## src/lrsm_pkg.sv

```systemverilog
package lrsm_pkg;

	// block assembly
	localparam int BLK_BYTES = 16;
	localparam logic [4:0] BLK_FULL = 5'h10;
	localparam logic [7:0] PAD_MARK = 8'h80;
	localparam logic [7:0] PAD_FILL = 8'h00;
	localparam int FIFO_DEPTH = 8;

	// counter values
	localparam logic [31:0] CTR_RST = 32'h00000000;
	localparam logic [31:0] CTR_SM_FIRST = 32'h00000001;
	localparam logic [31:0] CTR_STEP = 32'h00000001;
	localparam logic [15:0] CSEQ_RST = 16'h0000;
	localparam logic [15:0] CSEQ_STEP = 16'h0001;

	// mac construction
	localparam logic [2:0] MAC_LRP_PARAM = 3'h4;
	localparam logic [127:0] MAC_IV = 128'h0;

	// session vector fields
	localparam logic [15:0] SV_HEAD_CTR = 16'h0001;
	localparam logic [15:0] SV_HEAD_LEN = 16'h0080;
	localparam logic [15:0] SV_LABEL = 16'h9669;

	// reader capability handling
	localparam int CAP_ECHO_BYTES = 6;
	localparam int CAP_SEL_POS = 41;
	localparam logic [7:0] CAP_HDR_LEN = 8'h01;

	typedef enum logic [2:0] {
		CK_FIRST_P1,
		CK_FIRST_P2,
		CK_NEXT_P1,
		CK_NEXT_P2,
		CK_SECURED,
		CK_OTHER
	} lrsm_kind_t;

	typedef enum logic [1:0] {AS_NONE, AS_PEND, AS_AUTH} lrsm_auth_t;

	typedef enum logic [1:0] {RS_OK, RS_REJECT, RS_INTEGRITY, RS_FOREIGN} lrsm_status_t;

	typedef struct packed {
		lrsm_kind_t kind;
		logic key_exists;
		logic key_genuine;
		logic [7:0] data_len;
		logic [7:0] cap_len;
		logic [47:0] cap_bytes;
		logic [127:0] rdr_challenge;
		logic mac_ok;
		logic pad_ok;
	} lrsm_cmd_t;

	typedef struct packed {
		logic valid;
		lrsm_status_t status;
		logic send_challenge;
		logic [127:0] challenge;
		logic append_mac;
	} lrsm_rsp_t;

	typedef struct packed {
		logic valid;
		logic [127:0] data;
		logic [31:0] ctr;
		logic auth;
	} lrsm_blk_t;

	typedef struct packed {
		logic valid;
		logic [2:0] param;
		logic [127:0] iv;
		logic truncate;
	} lrsm_macjob_t;

	typedef struct packed {
		logic [7:0] data;
		logic last;
	} lrsm_byte_t;

endpackage

```

## src/lrsm_core.sv

```systemverilog
`timescale 1ns/100ps
// Contract
// RULE1: macs are cmac over the resilient primitive, parameter 4, zero iv.
// RULE2: truncated mac keeps even-numbered bytes, msb first, eight bytes.
// RULE3: 32-bit block counter, cleared when either resilient auth starts.
// RULE4: block counter steps once per 16-byte block, padding block included.
// RULE5: after first auth, messaging starts at counter 1.
// RULE6: after follow-on auth, messaging starts at counter 0.
// RULE7: counter kept through auth state, fed msb first to key stream.
// RULE8: pad with 80h then zeros to 16; aligned data gets whole pad block.
// RULE9: no padding inside the authentication exchanges.
// RULE10: bit 1 of first reader capability byte picks resilient variant.
// RULE11: after part one, any command but part two aborts authentication; commands of an unlisted kind (default branch) leave it pending.
// RULE12: longer reader messages accepted when capability length is consistent.
// RULE13: first auth rejected when targeted key does not exist.
// RULE14: part one returns tag challenge, clears counters, new transaction tag.
// RULE15: reader sends its challenge plus full mac over both challenges.
// RULE16: verify part two mac; encrypt tag, tag caps and echoed reader caps.
// RULE17: echoed reader caps cut or zero-padded to six bytes.
// RULE18: response mac covers tag challenge, reader challenge, encrypted data.
// RULE19: reader rejects device answers of unexpected length.
// RULE20: follow-on rejected without active auth unless genuineness key.
// RULE21: follow-on skips caps, keeps tag and sequence counter, clears counter.
// RULE22: follow-on keeps auth unless genuineness key; any failure drops it.
// RULE23: mac or padding failure aborts, drops auth, error without mac.
// RULE24: session vector ends with label bytes 96h 69h after other fields.
// RULE25: auth states none, pending and authenticated, one step per command.

module lrsm_fifo #(
	parameter int W = 9,
	parameter int D = 8
) (
	// clock and reset
	input wire logic clk,
	input wire logic srst,
	// fill side
	input wire logic in_valid,
	output logic in_ready,
	input wire logic [W-1:0] in_data,
	// drain side
	output logic out_valid,
	input wire logic out_ready,
	output logic [W-1:0] out_data
);
	// depth must be a power of two: pointers wrap by overflow
	localparam int AW = $clog2(D);

	typedef struct packed {
		logic [D-1:0][W-1:0] mem;
		logic [AW:0] wp;
		logic [AW:0] rp;
	} lrsm_fifo_st_t;

	lrsm_fifo_st_t s_ff;
	lrsm_fifo_st_t nxt_s;
	logic full;
	logic empty;

	assign empty = (s_ff.wp == s_ff.rp);
	assign full = (s_ff.wp[AW] != s_ff.rp[AW]) && (s_ff.wp[AW-1:0] == s_ff.rp[AW-1:0]);
	assign in_ready = !full;
	assign out_valid = !empty;
	assign out_data = s_ff.mem[s_ff.rp[AW-1:0]];

	always_comb begin
		nxt_s = s_ff;
		if (in_valid && !full) begin
			nxt_s.mem[s_ff.wp[AW-1:0]] = in_data;
			nxt_s.wp = s_ff.wp + 1'b1;
		end
		if (out_ready && !empty) begin
			nxt_s.rp = s_ff.rp + 1'b1;
		end
	end

	always_ff @(posedge clk) begin
		if (srst) begin
			s_ff <= '0;
		end else begin
			s_ff <= nxt_s;
		end
	end
endmodule

module lrsm_core #(
	parameter int DEPTH = lrsm_pkg::FIFO_DEPTH
) (
	// clock and reset
	input wire logic clk,
	input wire logic srst,
	// decoded reader commands
	input wire logic cmd_valid,
	output logic cmd_ready,
	input wire lrsm_pkg::lrsm_cmd_t cmd,
	// random sources and tag capabilities
	input wire logic [127:0] rnd_challenge,
	input wire logic [31:0] rnd_tag,
	input wire logic [47:0] tag_capability_bytes,
	// answers
	output lrsm_pkg::lrsm_rsp_t rsp,
	output lrsm_pkg::lrsm_macjob_t mac_job,
	output logic sv_valid,
	output logic [255:0] sv,
	// plain data to encrypt
	input wire logic pt_valid,
	output logic pt_ready,
	input wire lrsm_pkg::lrsm_byte_t pt,
	// blocks to the cipher engine
	output lrsm_pkg::lrsm_blk_t blk,
	input wire logic blk_ready,
	// mac truncation
	input wire logic mac_full_valid,
	input wire logic [127:0] mac_full,
	output logic mac_trunc_valid,
	output logic [63:0] mac_trunc,
	// status
	output lrsm_pkg::lrsm_auth_t auth_state,
	output logic [15:0] command_sequence_counter,
	output logic [31:0] transaction_tag,
	output logic [31:0] cipher_block_counter
);
	typedef struct packed {
		lrsm_pkg::lrsm_auth_t st;
		logic first;
		logic gen;
		logic [31:0] ctr;
		logic [15:0] cseq;
		logic [31:0] ttag;
		logic [127:0] tch;
		logic [47:0] cap;
		lrsm_pkg::lrsm_blk_t blk;
		lrsm_pkg::lrsm_rsp_t rsp;
		lrsm_pkg::lrsm_macjob_t mj;
		logic svv;
		logic [255:0] sv;
		logic [127:0] blkbuf;
		logic [4:0] cnt;
		logic pad;
		logic mark;
		logic tv;
		logic [63:0] tmac;
	} lrsm_core_st_t;

	lrsm_core_st_t s_ff;
	lrsm_core_st_t nxt_s;
	logic cmd_acc;
	logic blk_free;
	logic blk_load;
	logic len_ok;
	logic fo_valid;
	logic fo_ready;
	lrsm_pkg::lrsm_byte_t fo_data;
	logic [47:0] cap_adj;
	logic [63:0] trunc_w;
	logic [127:0] ra;

	lrsm_fifo #(
		.W($bits(lrsm_pkg::lrsm_byte_t)),
		.D(DEPTH)
	) u_fifo (
		.clk(clk),
		.srst(srst),
		.in_valid(pt_valid),
		.in_ready(pt_ready),
		.in_data(pt),
		.out_valid(fo_valid),
		.out_ready(fo_ready),
		.out_data(fo_data)
	);

	genvar gi;
	generate
		// RULE17: cut or zero-fill
		for (gi = 0; gi < lrsm_pkg::CAP_ECHO_BYTES; gi++) begin : g_cap
			assign cap_adj[47-8*gi -: 8] = (cmd.cap_len > 8'(gi)) ? cmd.cap_bytes[47-8*gi -: 8] : 8'h00;
		end
		// RULE2: keep even bytes
		for (gi = 0; gi < 8; gi++) begin : g_trunc
			assign trunc_w[8*gi +: 8] = mac_full[16*gi +: 8];
		end
	endgenerate

	assign ra = cmd.rdr_challenge;
	// RULE12: capability length consistent
	assign len_ok = (cmd.data_len == lrsm_pkg::CAP_HDR_LEN + cmd.cap_len);
	// commands wait while a block is offered; a load yields to an accepted command, so counter clears never race a load
	assign cmd_ready = !s_ff.blk.valid;
	assign cmd_acc = cmd_valid && cmd_ready;
	assign blk_free = !s_ff.blk.valid || blk_ready;
	// stall the source while out of auth state rather than dropping bytes
	assign fo_ready = (s_ff.st == lrsm_pkg::AS_AUTH) && !s_ff.pad && (s_ff.cnt != lrsm_pkg::BLK_FULL);
	assign blk_load = (s_ff.st == lrsm_pkg::AS_AUTH) && (s_ff.cnt == lrsm_pkg::BLK_FULL) && blk_free && !cmd_acc;

	always_comb begin
		nxt_s = s_ff;
		nxt_s.rsp.valid = 1'b0;
		nxt_s.mj.valid = 1'b0;
		nxt_s.svv = 1'b0;
		if (s_ff.blk.valid && blk_ready) begin
			nxt_s.blk.valid = 1'b0;
		end
		nxt_s.tv = mac_full_valid;
		if (mac_full_valid) begin
			nxt_s.tmac = trunc_w;
		end

		// packer: bytes enter msb first, then padding
		if (s_ff.st == lrsm_pkg::AS_AUTH) begin
			if (fo_valid && fo_ready) begin
				nxt_s.blkbuf = {s_ff.blkbuf[119:0], fo_data.data};
				nxt_s.cnt = s_ff.cnt + 5'h01;
				nxt_s.pad = fo_data.last;
			end else if (s_ff.pad && s_ff.cnt != lrsm_pkg::BLK_FULL) begin
				// RULE8: 80h then zeros
				nxt_s.blkbuf = {s_ff.blkbuf[119:0], s_ff.mark ? lrsm_pkg::PAD_FILL : lrsm_pkg::PAD_MARK};
				nxt_s.cnt = s_ff.cnt + 5'h01;
				nxt_s.mark = 1'b1;
			end
			if (blk_load) begin
				// RULE4: one step per block
				nxt_s.blk = '{valid: 1'b1, data: s_ff.blkbuf, ctr: s_ff.ctr, auth: 1'b0};
				nxt_s.ctr = s_ff.ctr + lrsm_pkg::CTR_STEP;
				nxt_s.cnt = 5'h00;
				// RULE8: aligned data keeps pad for a full block
				if (s_ff.pad && s_ff.mark) begin
					nxt_s.pad = 1'b0;
					nxt_s.mark = 1'b0;
				end
			end
		end else begin
			nxt_s.cnt = 5'h00;
			nxt_s.pad = 1'b0;
			nxt_s.mark = 1'b0;
		end

		if (cmd_acc) begin
			nxt_s.rsp = '{valid: 1'b1, status: lrsm_pkg::RS_OK, send_challenge: 1'b0,
				challenge: s_ff.rsp.challenge, append_mac: 1'b0};
			// RULE25: one transition per command
			unique case (cmd.kind)
				lrsm_pkg::CK_FIRST_P1: begin
					// RULE10: variant select bit
					if (!cmd.cap_bytes[lrsm_pkg::CAP_SEL_POS]) begin
						nxt_s.rsp.status = lrsm_pkg::RS_FOREIGN;
						nxt_s.st = lrsm_pkg::AS_NONE;
					// RULE13: missing key rejected
					end else if (!cmd.key_exists || !len_ok) begin
						nxt_s.rsp.status = lrsm_pkg::RS_REJECT;
						nxt_s.st = lrsm_pkg::AS_NONE;
					end else begin
						// RULE14: challenge, clears, new tag
						nxt_s.ctr = lrsm_pkg::CTR_RST;
						nxt_s.cseq = lrsm_pkg::CSEQ_RST;
						nxt_s.ttag = rnd_tag;
						nxt_s.tch = rnd_challenge;
						nxt_s.cap = cap_adj;
						nxt_s.first = 1'b1;
						nxt_s.gen = cmd.key_genuine;
						nxt_s.st = lrsm_pkg::AS_PEND;
						nxt_s.rsp.send_challenge = 1'b1;
						nxt_s.rsp.challenge = rnd_challenge;
					end
				end
				lrsm_pkg::CK_NEXT_P1: begin
					// RULE20: needs active auth
					if (!cmd.key_exists || (s_ff.st != lrsm_pkg::AS_AUTH && !cmd.key_genuine)) begin
						nxt_s.rsp.status = lrsm_pkg::RS_REJECT;
						nxt_s.st = lrsm_pkg::AS_NONE;
					end else begin
						// RULE21: only counter cleared
						nxt_s.ctr = lrsm_pkg::CTR_RST;
						nxt_s.tch = rnd_challenge;
						nxt_s.first = 1'b0;
						nxt_s.gen = cmd.key_genuine;
						nxt_s.st = lrsm_pkg::AS_PEND;
						nxt_s.rsp.send_challenge = 1'b1;
						nxt_s.rsp.challenge = rnd_challenge;
					end
				end
				lrsm_pkg::CK_FIRST_P2, lrsm_pkg::CK_NEXT_P2: begin
					// RULE16: verify mac first
					if (s_ff.st != lrsm_pkg::AS_PEND || s_ff.first != (cmd.kind == lrsm_pkg::CK_FIRST_P2) || !cmd.mac_ok) begin
						nxt_s.rsp.status = lrsm_pkg::RS_REJECT;
						nxt_s.st = lrsm_pkg::AS_NONE;
					end else begin
						// RULE24: label at the end
						nxt_s.sv = {lrsm_pkg::SV_HEAD_CTR, lrsm_pkg::SV_HEAD_LEN, ra[127:112],
							ra[111:64] ^ s_ff.tch[127:80], s_ff.tch[79:0], ra[63:0], lrsm_pkg::SV_LABEL};
						nxt_s.svv = 1'b1;
						if (s_ff.first) begin
							// RULE9: single unpadded block
							nxt_s.blk = '{valid: 1'b1, data: {s_ff.ttag, tag_capability_bytes, s_ff.cap},
								ctr: s_ff.ctr, auth: 1'b1};
							// RULE5: block 0 consumed here
							nxt_s.ctr = s_ff.ctr + lrsm_pkg::CTR_STEP;
							// RULE18: mac over challenges and cipher text
							// RULE1: parameter 4, zero iv
							nxt_s.mj = '{valid: 1'b1, param: lrsm_pkg::MAC_LRP_PARAM, iv: lrsm_pkg::MAC_IV,
								truncate: 1'b0};
							nxt_s.rsp.append_mac = 1'b1;
							nxt_s.st = lrsm_pkg::AS_AUTH;
						end else begin
							// RULE22: genuineness key leaves no auth
							nxt_s.st = s_ff.gen ? lrsm_pkg::AS_NONE : lrsm_pkg::AS_AUTH;
						end
					end
				end
				lrsm_pkg::CK_SECURED: begin
					// RULE11: pending auth aborted
					if (s_ff.st == lrsm_pkg::AS_PEND) begin
						nxt_s.rsp.status = lrsm_pkg::RS_REJECT;
						nxt_s.st = lrsm_pkg::AS_NONE;
					// RULE23: drop state, no mac
					end else if (!cmd.mac_ok || !cmd.pad_ok) begin
						nxt_s.rsp.status = lrsm_pkg::RS_INTEGRITY;
						nxt_s.st = lrsm_pkg::AS_NONE;
					end else if (s_ff.st == lrsm_pkg::AS_AUTH) begin
						nxt_s.cseq = s_ff.cseq + lrsm_pkg::CSEQ_STEP;
						nxt_s.rsp.append_mac = 1'b1;
					end
				end
				lrsm_pkg::CK_OTHER: begin
					// RULE11: pending auth aborted
					if (s_ff.st == lrsm_pkg::AS_PEND) begin
						nxt_s.st = lrsm_pkg::AS_NONE;
					end else if (s_ff.st == lrsm_pkg::AS_AUTH) begin
						nxt_s.cseq = s_ff.cseq + lrsm_pkg::CSEQ_STEP;
					end
				end
				default: begin
					nxt_s.rsp.status = lrsm_pkg::RS_REJECT;
				end
			endcase
		end
	end

	always_ff @(posedge clk) begin
		if (srst) begin
			s_ff <= '0;
		end else begin
			s_ff <= nxt_s;
		end
	end

	assign rsp = s_ff.rsp;
	assign mac_job = s_ff.mj;
	assign sv_valid = s_ff.svv;
	assign sv = s_ff.sv;
	// RULE7: counter rides msb first
	assign blk = s_ff.blk;
	assign mac_trunc_valid = s_ff.tv;
	assign mac_trunc = s_ff.tmac;
	assign auth_state = s_ff.st;
	assign command_sequence_counter = s_ff.cseq;
	assign transaction_tag = s_ff.ttag;
	assign cipher_block_counter = s_ff.ctr;
endmodule

```

## config.mk

```make
export PLATFORM = sky130hd
export DESIGN_NAME = lrsm_core
export DESIGN_NICKNAME = d
export VERILOG_FILES = /design/src/lrsm_pkg.sv /design/src/lrsm_core.sv
export SDC_FILE = /design/constraint.sdc
export NUM_CORES = 2
export LEC_CHECK = 0
export BUFFER_PORTS_ARGS = -buffer_cell sky130_fd_sc_hd__buf_2
export CAP_MARGIN = 20
export CORE_AREA = 5 5 530 532
export DETAILED_ROUTE_END_ITERATION = 8
export DIE_AREA = 0 0 535 537
export PLACE_DENSITY = 0.44
export SYNTH_ARGS = -nofsm -noshare
export SYNTH_HDL_FRONTEND = slang
export SYNTH_SLANG_ARGS = --single-unit
```

## constraint.sdc

```tcl
create_clock -name clk -period 5.7 [get_ports clk]
set_input_delay 0 -clock clk [delete_from_list [all_inputs] [get_ports clk]]
set_output_delay 0 -clock clk [all_outputs]
set_load 0.005 [all_outputs]
```

Word-level counts from Yosys, hierarchy flattened
Cells that the tools add are included.

word-level totals
  output and inout port bits = 834
  bits of input ports = 550
  word-level logic and storage cells = 201
  register bits = 1055

cells by class
  $lt $le $gt $ge = 9
  mux-type cells = 72
  reduce and logical (&&, ||, !) cells = 47
  add/subtract/negate cells = 6
  bitwise logic cells = 6
  equal/unequal tests = 24

operator list
  kind                                            number
  2-to-1 mux 941 bit                              1
  2-to-1 mux 162 bit                              5
  2-to-1 mux 258 bit                              2
  2-to-1 mux 391 bit                              1
  2-to-1 mux 390 bit                              1
  2-to-1 mux 129 bit                              3
  2-to-1 mux 133 bit                              2
  one-hot mux 129 bit (2 select lines)            1
  one-hot mux 128 bit (2 select lines)            1
  2-to-1 mux 32 bit                               5
  2-to-1 mux 134 bit                              1
  2-to-1 mux 128 bit                              1
  one-hot mux 32 bit (3 select lines)             1
  bitwise mux 72 bit                              1
  2-to-1 mux 16 bit                               4
  2-to-1 mux 8 bit                                7
  2-to-1 mux 48 bit                               1
  one-hot mux 16 bit (3 select lines)             1
  bitwise XOR 48 bit                              1
  2-to-1 mux 34 bit                               1
  adder 32 x 1 -> 32 bit (second input constant)  1
  binary-select mux 9 bit (select 3 bit)          1
  demux 9 bit (select 3 bit)                      1
  2-to-1 mux 2 bit                                11
  other kinds (44)                                109

Depth between registers and ports, before layout
  depth in word-level cells = 10
  gate-level depth with buffers = 12
  mapped depth without buffers = 9

By module
A second synthesis with hierarchy kept.

unflattened totals
  cells, all modules = 5060
  area, all modules = 44989.4 um^2

by module, submodules not included
  module     instances  cells each  sequential area each (um^2)  area each (um^2)
  lrsm_core  1          4719        19358.6                      41128.2
  lrsm_fifo  1          341         1601.5                       3861.2

Worst setup path before layout
No wires, ideal clock.

  path type = input port to flip-flop
  start point = in cmd[178] (netlist name)
  end point = reg s_ff, in the netlist rsp[10]
  data arrival time = 2.162 ns
  library setup time = 0.117 ns
  stages on the path = 12
  slack = 3.421 ns
  buffers on the path = 3
  required time = 5.583 ns
  path through = inv_1 > ha_1 > xor2_1 > nor2_1 > nand4_1 > a2111oi_4 > a2111o_1 > a21oi_1 > buf_2 > buf_4 > buf_4 > a22o_1

between the ends
  longest elaborated chain between the ends = 6

RTL lines
  item                           line              RTL
  start: declaration             lrsm_core.sv:94   input wire lrsm_pkg::lrsm_cmd_t cmd,
  adder 1 x 8 -> 8 bit           lrsm_core.sv:185  assign len_ok = (cmd.data_len == lrsm_pkg::CAP_HDR_LEN + cmd.cap_len);
  equality test 8 bit            lrsm_core.sv:185
  logical NOT 1 bit              lrsm_core.sv:247  end else if (!cmd.key_exists || !len_ok) begin
  logical OR 1 bit               lrsm_core.sv:247
  != test 2 bit (no line)        -
  AND reduction 5 bit (no line)  -
  end signal: assignment         lrsm_core.sv:341  s_ff <= nxt_s;
  end: declaration               lrsm_core.sv:144  lrsm_core_st_t s_ff;

No other way between the ends.
A chain may end at the register's enable or synchronous reset.

Worst setup path in the final report
  start point = in cmd[178] (netlist name)
  end point = reg s_ff[903] (netlist name)

between the ends
  longest elaborated chain between the ends = 6
  elaborated cells on any way between the ends = 8
  classes of those cells = 1 x add/sub; 1 x order compare; 1 x eq/ne; 1 x mux; 1 x bitwise; 3 x reduce/logical

RTL lines
  item                           line
  adder 1 x 8 -> 8 bit           lrsm_core.sv:185
  equality test 8 bit            lrsm_core.sv:185
  logical NOT 1 bit              lrsm_core.sv:247
  logical OR 1 bit               lrsm_core.sv:247
  NOT 1 bit (no line)            -
  AND reduction 4 bit (no line)  -

Several ways; a longest one is shown, not always the timed one.

==> results_dict.tcl <==
set metrics [dict create \
    status "completed" \
    port_buffers 1150 \
    cp-end-kind "flip-flop" \
    routedWlPerCell_um 21.15 \
    critical_path_peak_fanout 27 \
    relSlewSlack 0.2634 \
    clk_pin_slew_ps 60 \
    crit_chain "buf_2, inv_1, ha_1, xor2_1, nor2_1, nand4_1, dlygate4sd3_1, a2111oi_4, and3_4, buf_4, nand3b_1, dlygate4sd3_1, a21oi_1" \
    grt_util_all_layers 0.1400 \
    cts_tree "built" \
    cts_root_buf "clkbuf_16" \
    std_cell_rows 193 \
    synth_area_leaders "dfxtp_1 (47%), buf_4 (14%), nand2_1 (8.8%)" \
    synth_most_common_cell "nand2_1" \
    power_mw 17.37 \
    yosysTopAreaCell "dfxtp_1" \
    nets 6872 \
    min_period_ps 3477 \
    ys_warn_count 0 \
    dieArea_sq_um 287300 \
    synth_async_sr_flop_share 0 \
    synth_top_area_share 0.4651 \
    post_cts_resized 0 \
    numCtsBuffers 136 \
    synthAdderAreaFrac 0.003054 \
    synth_top_flop_cell "dfxtp_1" \
    firstDrtPassIters 5 \
    drc 0 \
    fin_area_sq_um 61800 \
    first_global_vias 40030 \
    final_util 0.2243 \
    htree_levels 4 \
    routabilityCongestion 0.8810 \
    drt-total-wl_mm 214.1 \
    p_per_area_nw_per_um2 281.0 \
    setup_viol_count_final 0 \
    synth-edff-count 0 \
    syn_inst 5171 \
    placedCellCount 9068 \
    synthXorXnorAreaFrac 0.01749 \
    ant_nets 0 \
    start_util 0.1636 \
    fin_crit_sh 0.6100 \
    fin_ws_ps 2223 \
    holdWs_ps 79.97 \
    drive_gt1_frac 0.2281 \
    synthTopCellsByCount "nand2_1 (1061), dfxtp_1 (1047), buf_4 (841)" \
    numClockSinks 1047 \
    vias 39800 \
    antenna_found_initial 26 \
    grt_pass1_wl_mm 296.4 \
    synth_mux_area_frac 0.04142 \
    setup.worst_path.class "in2reg" \
    grt-ovfl-total 0 \
    syn2layout_area_growth_pct 37.14 \
    setup-tns-final_ps 0 \
    grt_max_degree 158 \
    clk_path_buf_depth 4 \
    syn_area_sq_um 45070 \
    cap_violations 0 \
    fin_skew_ps 52.18 \
    cpMostUsedCell "dlygate4sd3_1" \
    tightest_slew_ps 1105 \
    fin_cells 10120 \
    io_pins 1384 \
    worst-path-buf-inv 5 \
    hold_class "in2reg" \
    dp_hpwl_mm 158.7 \
    cp_top_family "buffers and inverters" \
    cp-start-kind "input pin" \
    yosysSeqAreaShare 0.4651 \
    placed_area_sq_um 49170 \
    clkLatencyLatePin_ps 820 \
    p_leak_nw 25.00 \
    synth-simple-area-share 0.1479 \
    ys_types 62 \
    fp.coreArea_sq_um 275500 \
    max_clock_freq_mhz 287.6 \
    dp_worst_setup_slack_ps 2112 \
    routed_via_density 3.931 \
    vdd_drop_max_v 0.0002282 \
    die_width_um 535 \
    slowest_stage "a2111oi_4" \
    synth-seq-cells 1047 \
    worst_path_largest_cell_delay_ps 620 \
    critPathArrivalTime_ps 4160 \
    synth-compound-area-share 0.1533 \
    report.final.hold_viol_count 0 \
    die_height_um 537 \
    avgSynthCellArea_sq_um 8.715 \
    timing.final.max_slew_violations 0 \
    rsz0062_at_grt "no" \
    crit_required_ps 6380 \
    drt_iter0_markers 2266 \
    synth_top_family_by_area "buffers and inverters" \
]
## report_power, final
part / total [mW] / switching, mW / leakage [nW] / internal, mW
sequential: 7.40 / 0.0320 / 8.45 / 7.37
combinational: 1.18 / 0.561 / 14.3 / 0.622
clock: 8.78 / 3.64 / 2.21 / 5.14
## kinds of logic after synthesis
kind of cell	after synthesis
other cells	1
buf+inv	1200
simple gates	1646
mux	164
flops	1047
xor+xnor	90
fa+ha+maj	11
compound gates	1012
## layout by cell type, fill, tap and decap left out, drive strengths merged, types with 27 or more instances in the layout
cell	synthesis	layout
nand2	1061	1061
clkbuf	269	191
nand3	68	68
a211oi	54	54
xnor2	69	69
nor2	375	375
clkinv	0	27
dlygate4sd3	0	808
a21oi	455	455
inv	19	28
mux2i	146	146
a311oi	136	136
a22o	254	254
dfxtp	1047	1047
buf	912	1207
conb	1	169
o21ai	42	42
## worst paths after layout
| path | start | to | slack [ps] | depth (start not counted) |
|---|---|---|---|---|
| max | cmd[178] | s_ff[903] | 2220 | 13 |
| min | rnd_challenge[3] | s_ff[936] | 80 | 3 |
| max reg2reg | u_fifo.s_ff[0] | s_ff[128] | 2360 | 7 |
| min reg2reg | s_ff[97] | s_ff[105] | 440 | 2 |
## state kept, by name, indices dropped and copies added, names as in the netlist
signal                    count
u_fifo.s_ff                  80
cipher_block_counter         32
command_sequence_counter     16
s_ff                        313
transaction_tag              32
blk                         162
auth_state                    2
sv                          209
rsp                         133
sv_valid                      1
mac_trunc                    64
mac_job                       2
mac_trunc_valid               1
## routing by layer
layer  wire, um  share of wire  track usage
met1      87360           0.41       0.1688
met5         41        0.00019            0
met4       8483          0.040      0.05121
met2     100400           0.47       0.2341
met3      17900          0.084      0.04350
## tightest hold or removal path: stages
cell and delay, ps:
dlygate4sd3_1 550, buf_2 150, a22o_1 130
## final cells by class
cell class | instances | area [sq um]
fill | 30060 | 213700
sequential | 1047 | 20960
multi-input combinational | 3092 | 17120
timing repair buffer | 2015 | 14490
tap | 3705 | 4636
clock buffer | 191 | 3933
clock inverter | 46 | 575.6
inverter | 19 | 71.32
antenna | 9 | 22.52
## what timing repair did
| item | 4_1_cts | 5_1_grt |
|---|---|---|
| hold endpoints to repair | 756 | 0 |
| buffers inserted | 0 | 0 |
| setup endpoints to repair | 0 | 0 |
| hold buffers | 808 | 0 |
No activity file was read; power rests on OpenSTA's default activity.
